### src/tmx_pkg.sv
// Constants, types and helpers for the late-exception unit.
// Assumes a 32-bit core with big-endian bit numbering in the machine state.
// What this block does
// RQ1: Trace after step, or after branch in branch-trace
// RQ2: Traced instruction completes before trace is taken
// RQ3: Instruction-sync never raises a trace exception
// RQ4: Trace vectors to offset 0x00D00
// RQ5: Floating-point assist vector 0x00E00 never entered
// RQ6: Event counts trigger monitor interrupt, vector 0x00F00
// RQ7: Monitor ranks below external, above decrementer
// RQ8: Four event counters, two monitor control registers
// RQ9: User views give read-only copies of monitor state
// RQ10: Sampled address caught when monitor condition rises
// RQ11: Saved return address is next instruction address
// RQ12: Saved status keeps bits 0, 5-9, 16-31 only
// RQ13: Entry clears listed state bits, copies endian mode
// RQ14: Breakpoint on address, translation and enable match
// RQ15: Matching instruction never completes before handler
// RQ16: Every breakpoint match reported to debug port
// RQ17: Software follows breakpoint write with context sync
// RQ18: Breakpoint change takes effect after context sync
// RQ19: Breakpoint vectors to offset 0x01300
// RQ20: Thermal request needs crossing, enable and ext enable
// RQ21: Thermal waits for one completion and store drain
// RQ22: Thermal vectors to offset 0x01700
// RQ23: Base 0xFFF00000 or zero, offset added
package tmx_pkg;
  // ----------------------------------------
  // Vectors
  // ----------------------------------------
  localparam logic [31:0] VEC_BASE_HI = 32'hFFF0_0000;
  localparam logic [31:0] VEC_BASE_LO = 32'h0000_0000;
  localparam logic [31:0] OFF_TRACE = 32'h0000_0D00;
  localparam logic [31:0] OFF_FPA = 32'h0000_0E00;
  localparam logic [31:0] OFF_PM = 32'h0000_0F00;
  localparam logic [31:0] OFF_BKPT = 32'h0000_1300;
  localparam logic [31:0] OFF_THERM = 32'h0000_1700;
  // ----------------------------------------
  // Machine state bits (little-endian index)
  // ----------------------------------------
  localparam int B_EE = 15;
  localparam int B_SE = 10;
  localparam int B_BE = 9;
  localparam int B_IP = 6;
  localparam int B_IR = 5;
  localparam int B_ILE = 16;
  localparam int B_LE = 0;
  localparam logic [31:0] MSR_RST = 32'h0000_0040;
  localparam logic [31:0] KEEP_MASK = 32'h87C0_FFFF;
  localparam logic [31:0] CLR_MASK = 32'h0004_EF36;
  // ----------------------------------------
  // Field positions
  // ----------------------------------------
  localparam int INSTR_BREAKPOINT_ADDR_EN = 1;
  localparam int INSTR_BREAKPOINT_ADDR_XL = 0;
  localparam int TH_FLAG = 0;
  localparam int TH_TIE = 1;
  localparam int PMI_EN = 4;
  localparam int NCNT = 4;
  // ----------------------------------------
  // Register byte addresses
  // ----------------------------------------
  localparam logic [7:0] A_MSR = 8'h00;
  localparam logic [7:0] A_SPC = 8'h04;
  localparam logic [7:0] A_SST = 8'h08;
  localparam logic [7:0] A_INSTR_BREAKPOINT_ADDR = 8'h0C;
  localparam logic [7:0] A_PMC = 8'h10;
  localparam logic [7:0] A_MMCR = 8'h20;
  localparam logic [7:0] A_SIA = 8'h28;
  localparam logic [7:0] A_UPMC = 8'h30;
  localparam logic [7:0] A_UMMCR = 8'h40;
  localparam logic [7:0] A_USER_SAMPLED_VIEW = 8'h48;
  localparam logic [7:0] A_THRM = 8'h50;
  localparam logic [7:0] A_STEP = 8'h04;
  localparam logic [31:0] ONE = 32'h0000_0001;
  // ----------------------------------------
  // Types
  // ----------------------------------------
  typedef struct packed {
    logic valid;
    logic is_branch;
    logic is_isync;
    logic is_csync;
    logic [31:0] pc;
    logic [31:0] next_pc;
  } tmx_cmpl_t;
  typedef struct packed {
    logic valid;
    logic [31:0] pc;
  } tmx_ntc_t;
  typedef struct packed {
    logic take;
    logic [31:0] vector;
  } tmx_exc_t;
  typedef enum logic [2:0] {
    ST_IDLE = 3'b001,
    ST_WAIT = 3'b010,
    ST_DRAIN = 3'b100
  } tmx_state_t;
  // ----------------------------------------
  // Helpers
  // ----------------------------------------
  function automatic logic [31:0] vec_addr(input logic ip, input logic [31:0] off);
    vec_addr = (ip ? VEC_BASE_HI : VEC_BASE_LO) + off;
  endfunction
  function automatic logic [31:0] entry_msr(input logic [31:0] m);
    logic [31:0] r;
    r = m & ~CLR_MASK;
    r[B_LE] = m[B_ILE];
    entry_msr = r;
  endfunction
endpackage

### src/tmx_exc.sv
// Trace, monitor, breakpoint and thermal exception unit.
// Assumes completion unit obeys HOLD_CMPL and flushes on EXC.take.
`timescale 1ns/1ps
`default_nettype none
module tmx_exc
  import tmx_pkg::*;
(
  input wire logic CLK,
  input wire logic RST_N,
  input wire logic [7:0] ADDR,
  input wire logic [31:0] WDATA,
  input wire logic WR,
  input wire logic RD,
  output logic [31:0] RDATA,
  input wire tmx_cmpl_t CMPL,
  input wire tmx_ntc_t NTC,
  input wire logic [3:0] EVENTS,
  input wire logic EXT_IRQ,
  input wire logic [1:0] THERM_CROSS,
  input wire logic SQ_EMPTY,
  output tmx_exc_t EXC,
  output logic HOLD_CMPL,
  output logic DBG_BKPT,
  output logic [31:0] MSR_WORD
);
  // ----------------------------------------
  // State
  // ----------------------------------------
  logic [31:0] machine_state_word;
  logic [31:0] saved_pc;
  logic [31:0] saved_st;
  logic [31:0] instr_breakpoint_addr;
  logic [31:0] instr_breakpoint_addr_eff;
  logic [31:0] sampled_instr_addr;
  logic [31:0] resume_pc;
  logic [31:0] pmc [NCNT];
  logic [31:0] mmcr [2];
  logic [31:0] thrm [2];
  logic pm_cond_q;
  tmx_state_t state;
  tmx_state_t next_state;

  // ----------------------------------------
  // Detection
  // ----------------------------------------
  logic trace_hit;
  logic bkpt_match;
  logic bkpt_take;
  logic pm_cond;
  logic pm_req;
  logic th_req;
  logic async_req;
  logic async_take;
  logic take;
  logic [31:0] cur_pc;
  logic [31:0] next_vec;
  logic [31:0] next_pc;

  assign trace_hit = CMPL.valid && !CMPL.is_isync // see RQ3
    && (machine_state_word[B_SE] || (machine_state_word[B_BE] && CMPL.is_branch)); // see RQ1
  // Compared against the copy that only moves at context sync
  assign bkpt_match = NTC.valid && instr_breakpoint_addr_eff[INSTR_BREAKPOINT_ADDR_EN] // see RQ14
    && NTC.pc[31:2] == instr_breakpoint_addr_eff[31:2]
    && instr_breakpoint_addr_eff[INSTR_BREAKPOINT_ADDR_XL] == machine_state_word[B_IR] && !EXC.take;
  assign bkpt_take = bkpt_match && !trace_hit;
  assign pm_cond = mmcr[0][PMI_EN] // see RQ6
    && |({pmc[3][31], pmc[2][31], pmc[1][31], pmc[0][31]} & mmcr[1][3:0]);
  assign pm_req = pm_cond && machine_state_word[B_EE] && !EXT_IRQ; // see RQ7
  assign th_req = machine_state_word[B_EE] && ((thrm[0][TH_FLAG] && thrm[0][TH_TIE]) // see RQ20
    || (thrm[1][TH_FLAG] && thrm[1][TH_TIE]));
  assign async_req = pm_req || th_req;
  assign async_take = state == ST_DRAIN && SQ_EMPTY // see RQ21
    && async_req && !trace_hit && !bkpt_take;
  assign take = trace_hit || bkpt_take || async_take;
  assign cur_pc = NTC.valid ? NTC.pc : resume_pc;

  // Floating-point assist has no source here, so 0x00E00 is unreachable, see RQ5
  always_comb begin
    next_vec = vec_addr(machine_state_word[B_IP], OFF_THERM); // see RQ22
    next_pc = cur_pc; // see RQ11
    if (trace_hit) begin
      next_vec = vec_addr(machine_state_word[B_IP], OFF_TRACE); // see RQ4
      next_pc = CMPL.next_pc; // see RQ2
    end else if (bkpt_take) begin
      next_vec = vec_addr(machine_state_word[B_IP], OFF_BKPT); // see RQ19
      next_pc = NTC.pc;
    end else if (pm_req) begin
      next_vec = vec_addr(machine_state_word[B_IP], OFF_PM); // see RQ23
    end
  end

  // ----------------------------------------
  // Quiesce sequence
  // ----------------------------------------
  always_comb begin
    next_state = state;
    case (state)
      ST_IDLE: begin
        if (async_req) begin
          next_state = ST_WAIT;
        end
      end
      ST_WAIT: begin
        if (!async_req) begin
          next_state = ST_IDLE;
        end else if (CMPL.valid || !NTC.valid || trace_hit || bkpt_take) begin
          next_state = ST_DRAIN; // see RQ21
        end
      end
      ST_DRAIN: begin
        if (!async_req || async_take) begin
          next_state = ST_IDLE;
        end
      end
      default: begin
        next_state = ST_IDLE;
      end
    endcase
  end

  always_ff @(posedge CLK or negedge RST_N) begin
    if (!RST_N) begin
      state <= ST_IDLE;
    end else begin
      state <= next_state;
    end
  end

  // ----------------------------------------
  // Exception outputs
  // ----------------------------------------
  always_ff @(posedge CLK or negedge RST_N) begin
    if (!RST_N) begin
      EXC <= '0;
      HOLD_CMPL <= 1'b0;
      DBG_BKPT <= 1'b0;
    end else begin
      EXC.take <= take;
      EXC.vector <= take ? next_vec : EXC.vector;
      // Blocks the matching instruction and anything after it
      HOLD_CMPL <= take || bkpt_match || next_state == ST_DRAIN; // see RQ15
      DBG_BKPT <= bkpt_match; // see RQ16
    end
  end

  // ----------------------------------------
  // Machine state and save registers
  // ----------------------------------------
  always_ff @(posedge CLK or negedge RST_N) begin
    if (!RST_N) begin
      machine_state_word <= MSR_RST;
    end else if (take) begin
      machine_state_word <= entry_msr(machine_state_word); // see RQ13
    end else if (WR && ADDR == A_MSR) begin
      machine_state_word <= WDATA;
    end
  end

  assign MSR_WORD = machine_state_word;

  always_ff @(posedge CLK or negedge RST_N) begin
    if (!RST_N) begin
      saved_pc <= '0;
      saved_st <= '0;
    end else if (take) begin
      saved_pc <= next_pc; // see RQ11
      saved_st <= machine_state_word & KEEP_MASK; // see RQ12
    end else if (WR && ADDR == A_SPC) begin
      saved_pc <= WDATA;
    end else if (WR && ADDR == A_SST) begin
      saved_st <= WDATA;
    end
  end

  always_ff @(posedge CLK or negedge RST_N) begin
    if (!RST_N) begin
      resume_pc <= '0;
    end else if (CMPL.valid) begin
      resume_pc <= CMPL.next_pc;
    end
  end

  // ----------------------------------------
  // Breakpoint address
  // ----------------------------------------
  // Software's copy moves at once; the compared copy only when the
  // following context sync completes, so that sync sees the old one.
  always_ff @(posedge CLK or negedge RST_N) begin
    if (!RST_N) begin
      instr_breakpoint_addr <= '0;
      instr_breakpoint_addr_eff <= '0;
    end else begin
      if (WR && ADDR == A_INSTR_BREAKPOINT_ADDR) begin
        instr_breakpoint_addr <= WDATA; // see RQ17
      end
      if (CMPL.valid && CMPL.is_csync) begin
        instr_breakpoint_addr_eff <= instr_breakpoint_addr; // see RQ18
      end
    end
  end

  // ----------------------------------------
  // Performance monitor
  // ----------------------------------------
  always_ff @(posedge CLK or negedge RST_N) begin
    if (!RST_N) begin
      for (int i = 0; i < NCNT; i++) begin
        pmc[i] <= '0;
      end
    end else begin
      for (int i = 0; i < NCNT; i++) begin
        if (WR && ADDR == A_PMC + 8'(i * A_STEP)) begin
          pmc[i] <= WDATA;
        end else if (mmcr[0][i] && EVENTS[i]) begin
          pmc[i] <= pmc[i] + ONE; // see RQ8
        end
      end
    end
  end

  always_ff @(posedge CLK or negedge RST_N) begin
    if (!RST_N) begin
      mmcr[0] <= '0;
      mmcr[1] <= '0;
    end else begin
      if (WR && ADDR == A_MMCR) begin
        mmcr[0] <= WDATA;
      end
      if (WR && ADDR == A_MMCR + A_STEP) begin
        mmcr[1] <= WDATA;
      end
    end
  end

  always_ff @(posedge CLK or negedge RST_N) begin
    if (!RST_N) begin
      pm_cond_q <= 1'b0;
      sampled_instr_addr <= '0;
    end else begin
      pm_cond_q <= pm_cond;
      if (pm_cond && !pm_cond_q) begin
        sampled_instr_addr <= cur_pc; // see RQ10
      end else if (WR && ADDR == A_SIA) begin
        sampled_instr_addr <= WDATA;
      end
    end
  end

  // ----------------------------------------
  // Thermal thresholds
  // ----------------------------------------
  // A crossing in the cycle of a software write still sets the flag
  always_ff @(posedge CLK or negedge RST_N) begin
    if (!RST_N) begin
      thrm[0] <= '0;
      thrm[1] <= '0;
    end else begin
      for (int i = 0; i < 2; i++) begin
        if (WR && ADDR == A_THRM + 8'(i * A_STEP)) begin
          thrm[i] <= WDATA;
        end
        if (THERM_CROSS[i]) begin
          thrm[i][TH_FLAG] <= 1'b1;
        end
      end
    end
  end

  // ----------------------------------------
  // Read port
  // ----------------------------------------
  // User views are decoded for read only; writes there are dropped
  always_ff @(posedge CLK or negedge RST_N) begin
    if (!RST_N) begin
      RDATA <= '0;
    end else if (RD) begin
      RDATA <= '0;
      case (ADDR)
        A_MSR: RDATA <= machine_state_word;
        A_SPC: RDATA <= saved_pc;
        A_SST: RDATA <= saved_st;
        A_INSTR_BREAKPOINT_ADDR: RDATA <= instr_breakpoint_addr;
        A_SIA, A_USER_SAMPLED_VIEW: RDATA <= sampled_instr_addr; // see RQ9
        A_MMCR, A_UMMCR: RDATA <= mmcr[0];
        A_MMCR + A_STEP, A_UMMCR + A_STEP: RDATA <= mmcr[1];
        A_THRM: RDATA <= thrm[0];
        A_THRM + A_STEP: RDATA <= thrm[1];
        default: begin
          for (int i = 0; i < NCNT; i++) begin
            if (ADDR == A_PMC + 8'(i * A_STEP) || ADDR == A_UPMC + 8'(i * A_STEP)) begin
              RDATA <= pmc[i];
            end
          end
        end
      endcase
    end
  end
endmodule
`default_nettype wire

### config.mk
export PLATFORM = sky130hd
export DESIGN_NAME = tmx_exc
export DESIGN_NICKNAME = d
export VERILOG_FILES = /design/src/tmx_pkg.sv /design/src/tmx_exc.sv
export SDC_FILE = /design/constraint.sdc
export NUM_CORES = 1
export LEC_CHECK = 0
export ABC_AREA = 1
export CORE_UTILIZATION = 45
export CTS_CLUSTER_DIAMETER = 200
export DETAILED_ROUTE_END_ITERATION = 16
export DONT_BUFFER_PORTS = 1
export GPL_TIMING_DRIVEN = 0
export PLACE_DENSITY_LB_ADDON = 0.3
export RECOVER_POWER = 100
export SETUP_SLACK_MARGIN = 0.1
export SLEW_MARGIN = 20
export SYNTH_ARGS = -nofsm -noshare
export SYNTH_HDL_FRONTEND = slang
export SYNTH_SLANG_ARGS = --single-unit
### constraint.sdc
create_clock -name CLK -period 5.45 [get_ports CLK]
set_input_delay 0.545 -clock CLK [delete_from_list [all_inputs] [get_ports CLK]]
set_output_delay 0.545 -clock CLK [all_outputs]
set_load 0.01 [all_outputs]
; Yosys cells after proc, flatten, opt, wreduce, memory -nomap -nowiden
; Cells that the tools add are included.
[classes]
add_sub_neg = 8
eq_ne = 26
n_mux = 38
bitwise = 2
n_reduce_logical = 77
[ops]
columns = operator, n
row1 = 32-bit 2-to-1 mux, 26
row2 = 32-bit one-hot mux with 9 select lines, 1
row3 = "32-bit by 1-bit adder with 32-bit output, second input constant", 4
row4 = "32-bit by 12-bit adder with 32-bit output, second input constant", 2
row5 = "32-bit by 13-bit adder with 32-bit output, second input constant", 2
row6 = "8-bit by 6-bit == test with 1-bit output, second input constant", 7
row7 = "8-bit by 7-bit == test with 1-bit output, second input constant", 5
row8 = 19-bit 2-to-1 mux, 2
row9 = 1-bit logical AND, 37
row10 = "8-bit by 5-bit == test with 1-bit output, second input constant", 4
row11 = 30-bit == test, 1
row12 = 2-bit nonzero test, 10
row13 = "8-bit by 4-bit == test with 1-bit output, second input constant", 2
row14 = 1-bit logical OR, 15
row15 = 3-bit 2-to-1 mux, 4
row16 = 3-bit one-hot mux with 3 select lines, 1
row17 = "8-bit by 3-bit == test with 1-bit output, second input constant", 1
row18 = 1-bit logical NOT, 8
row19 = 8-bit logical NOT, 1
row20 = "3-bit == test, second input constant", 2
row21 = 2-bit OR reduction, 3
row22 = 4-bit bitwise AND, 1
row23 = 1-bit 2-to-1 mux, 4
row24 = 2-bit AND reduction, 2
row25 = other kinds (6), 6
[totals]
reg_bits = 551
inputBits = 153
output_inout_bits = 99
elab_cells = 176

; Longest topological paths before layout
[logic_depth]
depth_word = 14
depth_mapped = 16
depth_no_buf = 14

; Worst setup path before layout
; No wires, ideal clock.
[synth_timing]
kind = in2reg
startpoint = input port WR
endpoint = register pmc[78] (netlist bit)
setup_ps = 142
t_arrival_ps = 1723
setup_slack_ps = 3584
cell_stages = 9
path_cell_list = buf_2 clkinv_2 nor2_2 nand2_2 nand2_2 inv_2 buf_2 o21ai_0 o221ai_1
[synth_between]
elab_chain_len = 2
elab_cells_between_ends = 3
cone_classes = 1 x mux / 2 x reduce/logical
[synth_rtl]
columns = item, line_no
row1 = start: declaration, tmx_exc.sv:12  ; input wire logic WR,
row2 = 1-bit logical AND *, tmx_exc.sv:212  ; if (WR && ADDR == A_PMC + 8'(i * A_STEP)) begin
row3 = 32-bit 2-to-1 mux or 2-bit nonzero test (tied branches), n/a
row4 = end signal: indexed assignment, tmx_exc.sv:215  ; pmc[i] <= pmc[i] + ONE;
row5 = end: declaration, tmx_exc.sv:36  ; logic [31:0] pmc [NCNT];
; Every way passes the cells marked *; elsewhere a longest branch is shown, timed or not.
; A chain may end at the register's enable or synchronous reset.

; Worst setup path after layout
[layout_timing]
startpoint = input port WR
endpoint = register pmc[104] (netlist bit)
; The elaborated chain is that of the path after synthesis.

==> impl_metrics.json <==
{
  "coreArea_um2": 64500,
  "firstDrtPassIters": 6,
  "yosys-top-cells-area": "dfrtp_1, nand2_1, o21ai_0, inv_1, nor2_1",
  "vias": 29800,
  "hp-class": "in2async",
  "ys_warn_count": 0,
  "ant_nets": 0,
  "seq_area_frac_synth_pct": 44.7,
  "nFillCells": 6506,
  "worst_pin_slew_ns": 1.49,
  "die-height_um": 258,
  "synthFlopType": "dfrtp_1",
  "switching_share_pct": 32.2,
  "slowest_stage": "clkinvlp_2",
  "power_leakage_nw": 15.2,
  "p_sw_mw": 3.66,
  "cp_cell_sequence": "clkbuf_1, clkinvlp_2, nor2_1, nand2_1, nand2_1, inv_1, clkbuf_1, nand2_1, o221ai_1",
  "power.internal_mw": 7.69,
  "power_frac_seq_pct": 45.4,
  "cp.required_ns": 5.94,
  "wl_um": 139000,
  "multi_input_area_um2": 13500,
  "dieArea_um2": 66400,
  "dp_hpwl_um": 103000,
  "syn2layout_area_growth_pct": 10.0,
  "max-cap-violations": 1,
  "ir_worst_vdd_v": 0.000260,
  "reg2reg_slack_ns": 1.85,
  "startpoint_type": "primary input",
  "crit_type": "in2reg",
  "grt_pass1_wl_um": 196000,
  "syn_inst": 3940,
  "cts_max_path_buffers": 3,
  "reg2reg_from": "MSR_WORD[5]",
  "worstSkewPairLatency_ns": 0.66,
  "grt_pass1_vias": 27700,
  "grt_usage_pct": 41.3,
  "violations": "negative hold slack, max-capacitance violations",
  "die_w_um": 258,
  "hold_viol_final": 523,
  "arrival_ns": 4.50,
  "synth.top_cells.by_count": "nand2_1, dfrtp_1, inv_1",
  "fin_nets": 4174,
  "final-setup-viol-count": 0,
  "ctsHoldBuffers": 2,
  "seq_area_um2": 13100,
  "grt_antenna_before_repair": 7,
  "period_share_pct": 73.7,
  "avgViaCountPerCell": 6.04,
  "postCtsSetupBuffers": 0,
  "ios": 252,
  "drc": 0,
  "worst_slack_ns": 1.43,
  "wl_per_cell_um": 28.3,
  "status": "complete, but fails checks",
  "grt_start_max_net_pins": 526,
  "synth_edf_count": 0,
  "place_congestion": 1.05,
  "rows": 93,
  "clkSinkCount": 525,
  "rsz0062_at_grt": "no",
  "path_clk_slew_ns": 0.07,
  "slew_viol_final": 0,
  "worst_r2r_path_depth": 13,
  "async_flop_share_pct": 100,
  "tritoncts": "yes",
  "slew_headroom_pct": 0.0473,
  "cts_buffers": 59,
  "cts.htree.levels": 2,
  "slowest_delay_ns": 0.80,
  "drt_iter0_drc": 4617,
  "hold_slack_ns": -0.376,
  "fin_tns_setup_ns": 0,
  "pre_cts_ws_ns": 2.53,
  "cts-root-buf": "clkbuf_16",
  "grt-ovfl-total": 0,
  "ys_ff_latch": 525,
  "syn-cell-area_um2": 29400,
  "period_needed_ns": 4.02,
  "netlist-cell-type-count": 57,
  "yosysTopAreaCell": "dfrtp_1",
  "r2r_end": "saved_pc[28]",
  "end_kind": "register",
  "path_max_fanout": 10,
  "clockPowerShare_pct": 38.3,
  "power_density_nw_per_um2": 351,
  "ctsResizeCount": 0,
  "pwr-share-comb_pct": 16.3,
  "initial_core_util_pct": 45.6,
  "crit_path_frequent_cell": "nand2_1",
  "fin_worst_skew_ns": 0.0203,
  "synth_area_per_cell_um2": 7.46,
  "layout-drive-gt1-share_pct": 6.54,
  "yosysMostFrequentCell": "nand2_1",
  "fmax_mhz": 249,
  "yosysTopAreaCellShare_pct": 44.5,
  "io_buffers": 0
}
[through the flow]
step	utilization, %	std cells	hold WS, ns	area, um2	power [mW]
final	50.2	4927	-0.376	32400	11.3
after global routing	50.2	4923	-0.376	32300	11.7
after CTS	50.6	4921	-0.406	32600	11.2
after detailed placement	47.4	4809	0.272	30500	6.97
after global placement	47.4	4809	0.268	30500	6.92
after floorplan	-	3954	0.249	29500	6.25
[cell usage in the layout (no fill, tap or decap), types with 44 or more instances in the layout]
cell type,netlist,routed
o22ai_1,51,51
buf_2,95,60
o221ai_1,54,54
nand4_1,113,114
a21oi_1,68,68
nor3_1,98,99
inv_1,373,387
nand3_1,175,179
nand2_1,1273,1283
o21ai_0,310,328
clkbuf_1,86,144
o211ai_1,44,44
xor2_1,87,87
clkbuf_16,0,60
nor2_1,286,298
dfrtp_1,523,523
[logic make-up (layout without fill, tap and decap cells)]
logic type | after synthesis | in the layout | synth area share [%]
compound gates | 621 | 621 | 12.5
xor+xnor | 114 | 114 | 3.40
fa+ha+maj | 4 | 4 | 0.170
buf+inv | 631 | 743 | 9.07
flops | 525 | 525 | 44.7
mux | 31 | 31 | 1.19
other cells | 1 | 21 | 0.0128
simple gates | 2013 | 2013 | 29.0
[flip-flops by register name, summed over array words and instances (netlist names), 3 cells and up]
name	cells
pmc	128
mmcr	64
thrm	64
MSR_WORD	32
RDATA	32
instr_breakpoint_addr	32
instr_breakpoint_addr_eff	32
resume_pc	32
sampled_instr_addr	32
saved_pc	32
saved_st	32
EXC	7
state	3
[worst max-delay path by stage]
stage	start	endpoint	slack, ns	depth (start not counted)
floorplan	WR	pmc[78]	3.58	9
global placement	ADDR[3]	RDATA[8]	2.53	10
detailed placement	ADDR[3]	RDATA[8]	2.53	10
CTS	MSR_WORD[5]	saved_pc[29]	2.58	12
global route	WR	pmc[101]	1.47	9
finish	WR	pmc[104]	1.43	9
[routing by layer]
layer / part of all wire (%) / global-route usage [%]
met5: 0.041 / 0
met4: 8.3 / 28.5
met3: 11 / 8.77
met2: 43 / 61.7
met1: 38 / 53.6
[cell type report]
| cell class | count | share of cell area (%) |
|---|---|---|
| repair buffers | 2 | 0.0619 |
| diodes | 6 | 0.0464 |
| flip-flops and latches | 525 | 40.6 |
| inverters | 402 | 4.67 |
| well taps | 855 | 3.31 |
| clock buffers | 82 | 5.30 |
| multi-input cells | 2798 | 41.7 |
| clock inverters | 28 | 1.09 |
| plain buffers | 229 | 3.22 |
[critical path, delay by kind of cell]
kind,cells,cell delay [ns]
AOI/OAI and AO/OA,1,0.12
buffers and inverters,4,1.93
and+or+nand+nor,4,1.88
[power groups by stage]
stage / registers [mW] / logic (mW) / clock network (mW)
final: 5.16 / 1.85 / 4.34
after global routing: 5.20 / 2.01 / 4.46
after CTS: 5.12 / 1.80 / 4.32
after detailed placement: 5.18 / 1.79 / 0
after global placement: 5.17 / 1.75 / 0
after floorplan: 4.94 / 1.30 / 0
No activity file was read; power rests on OpenSTA's default activity.
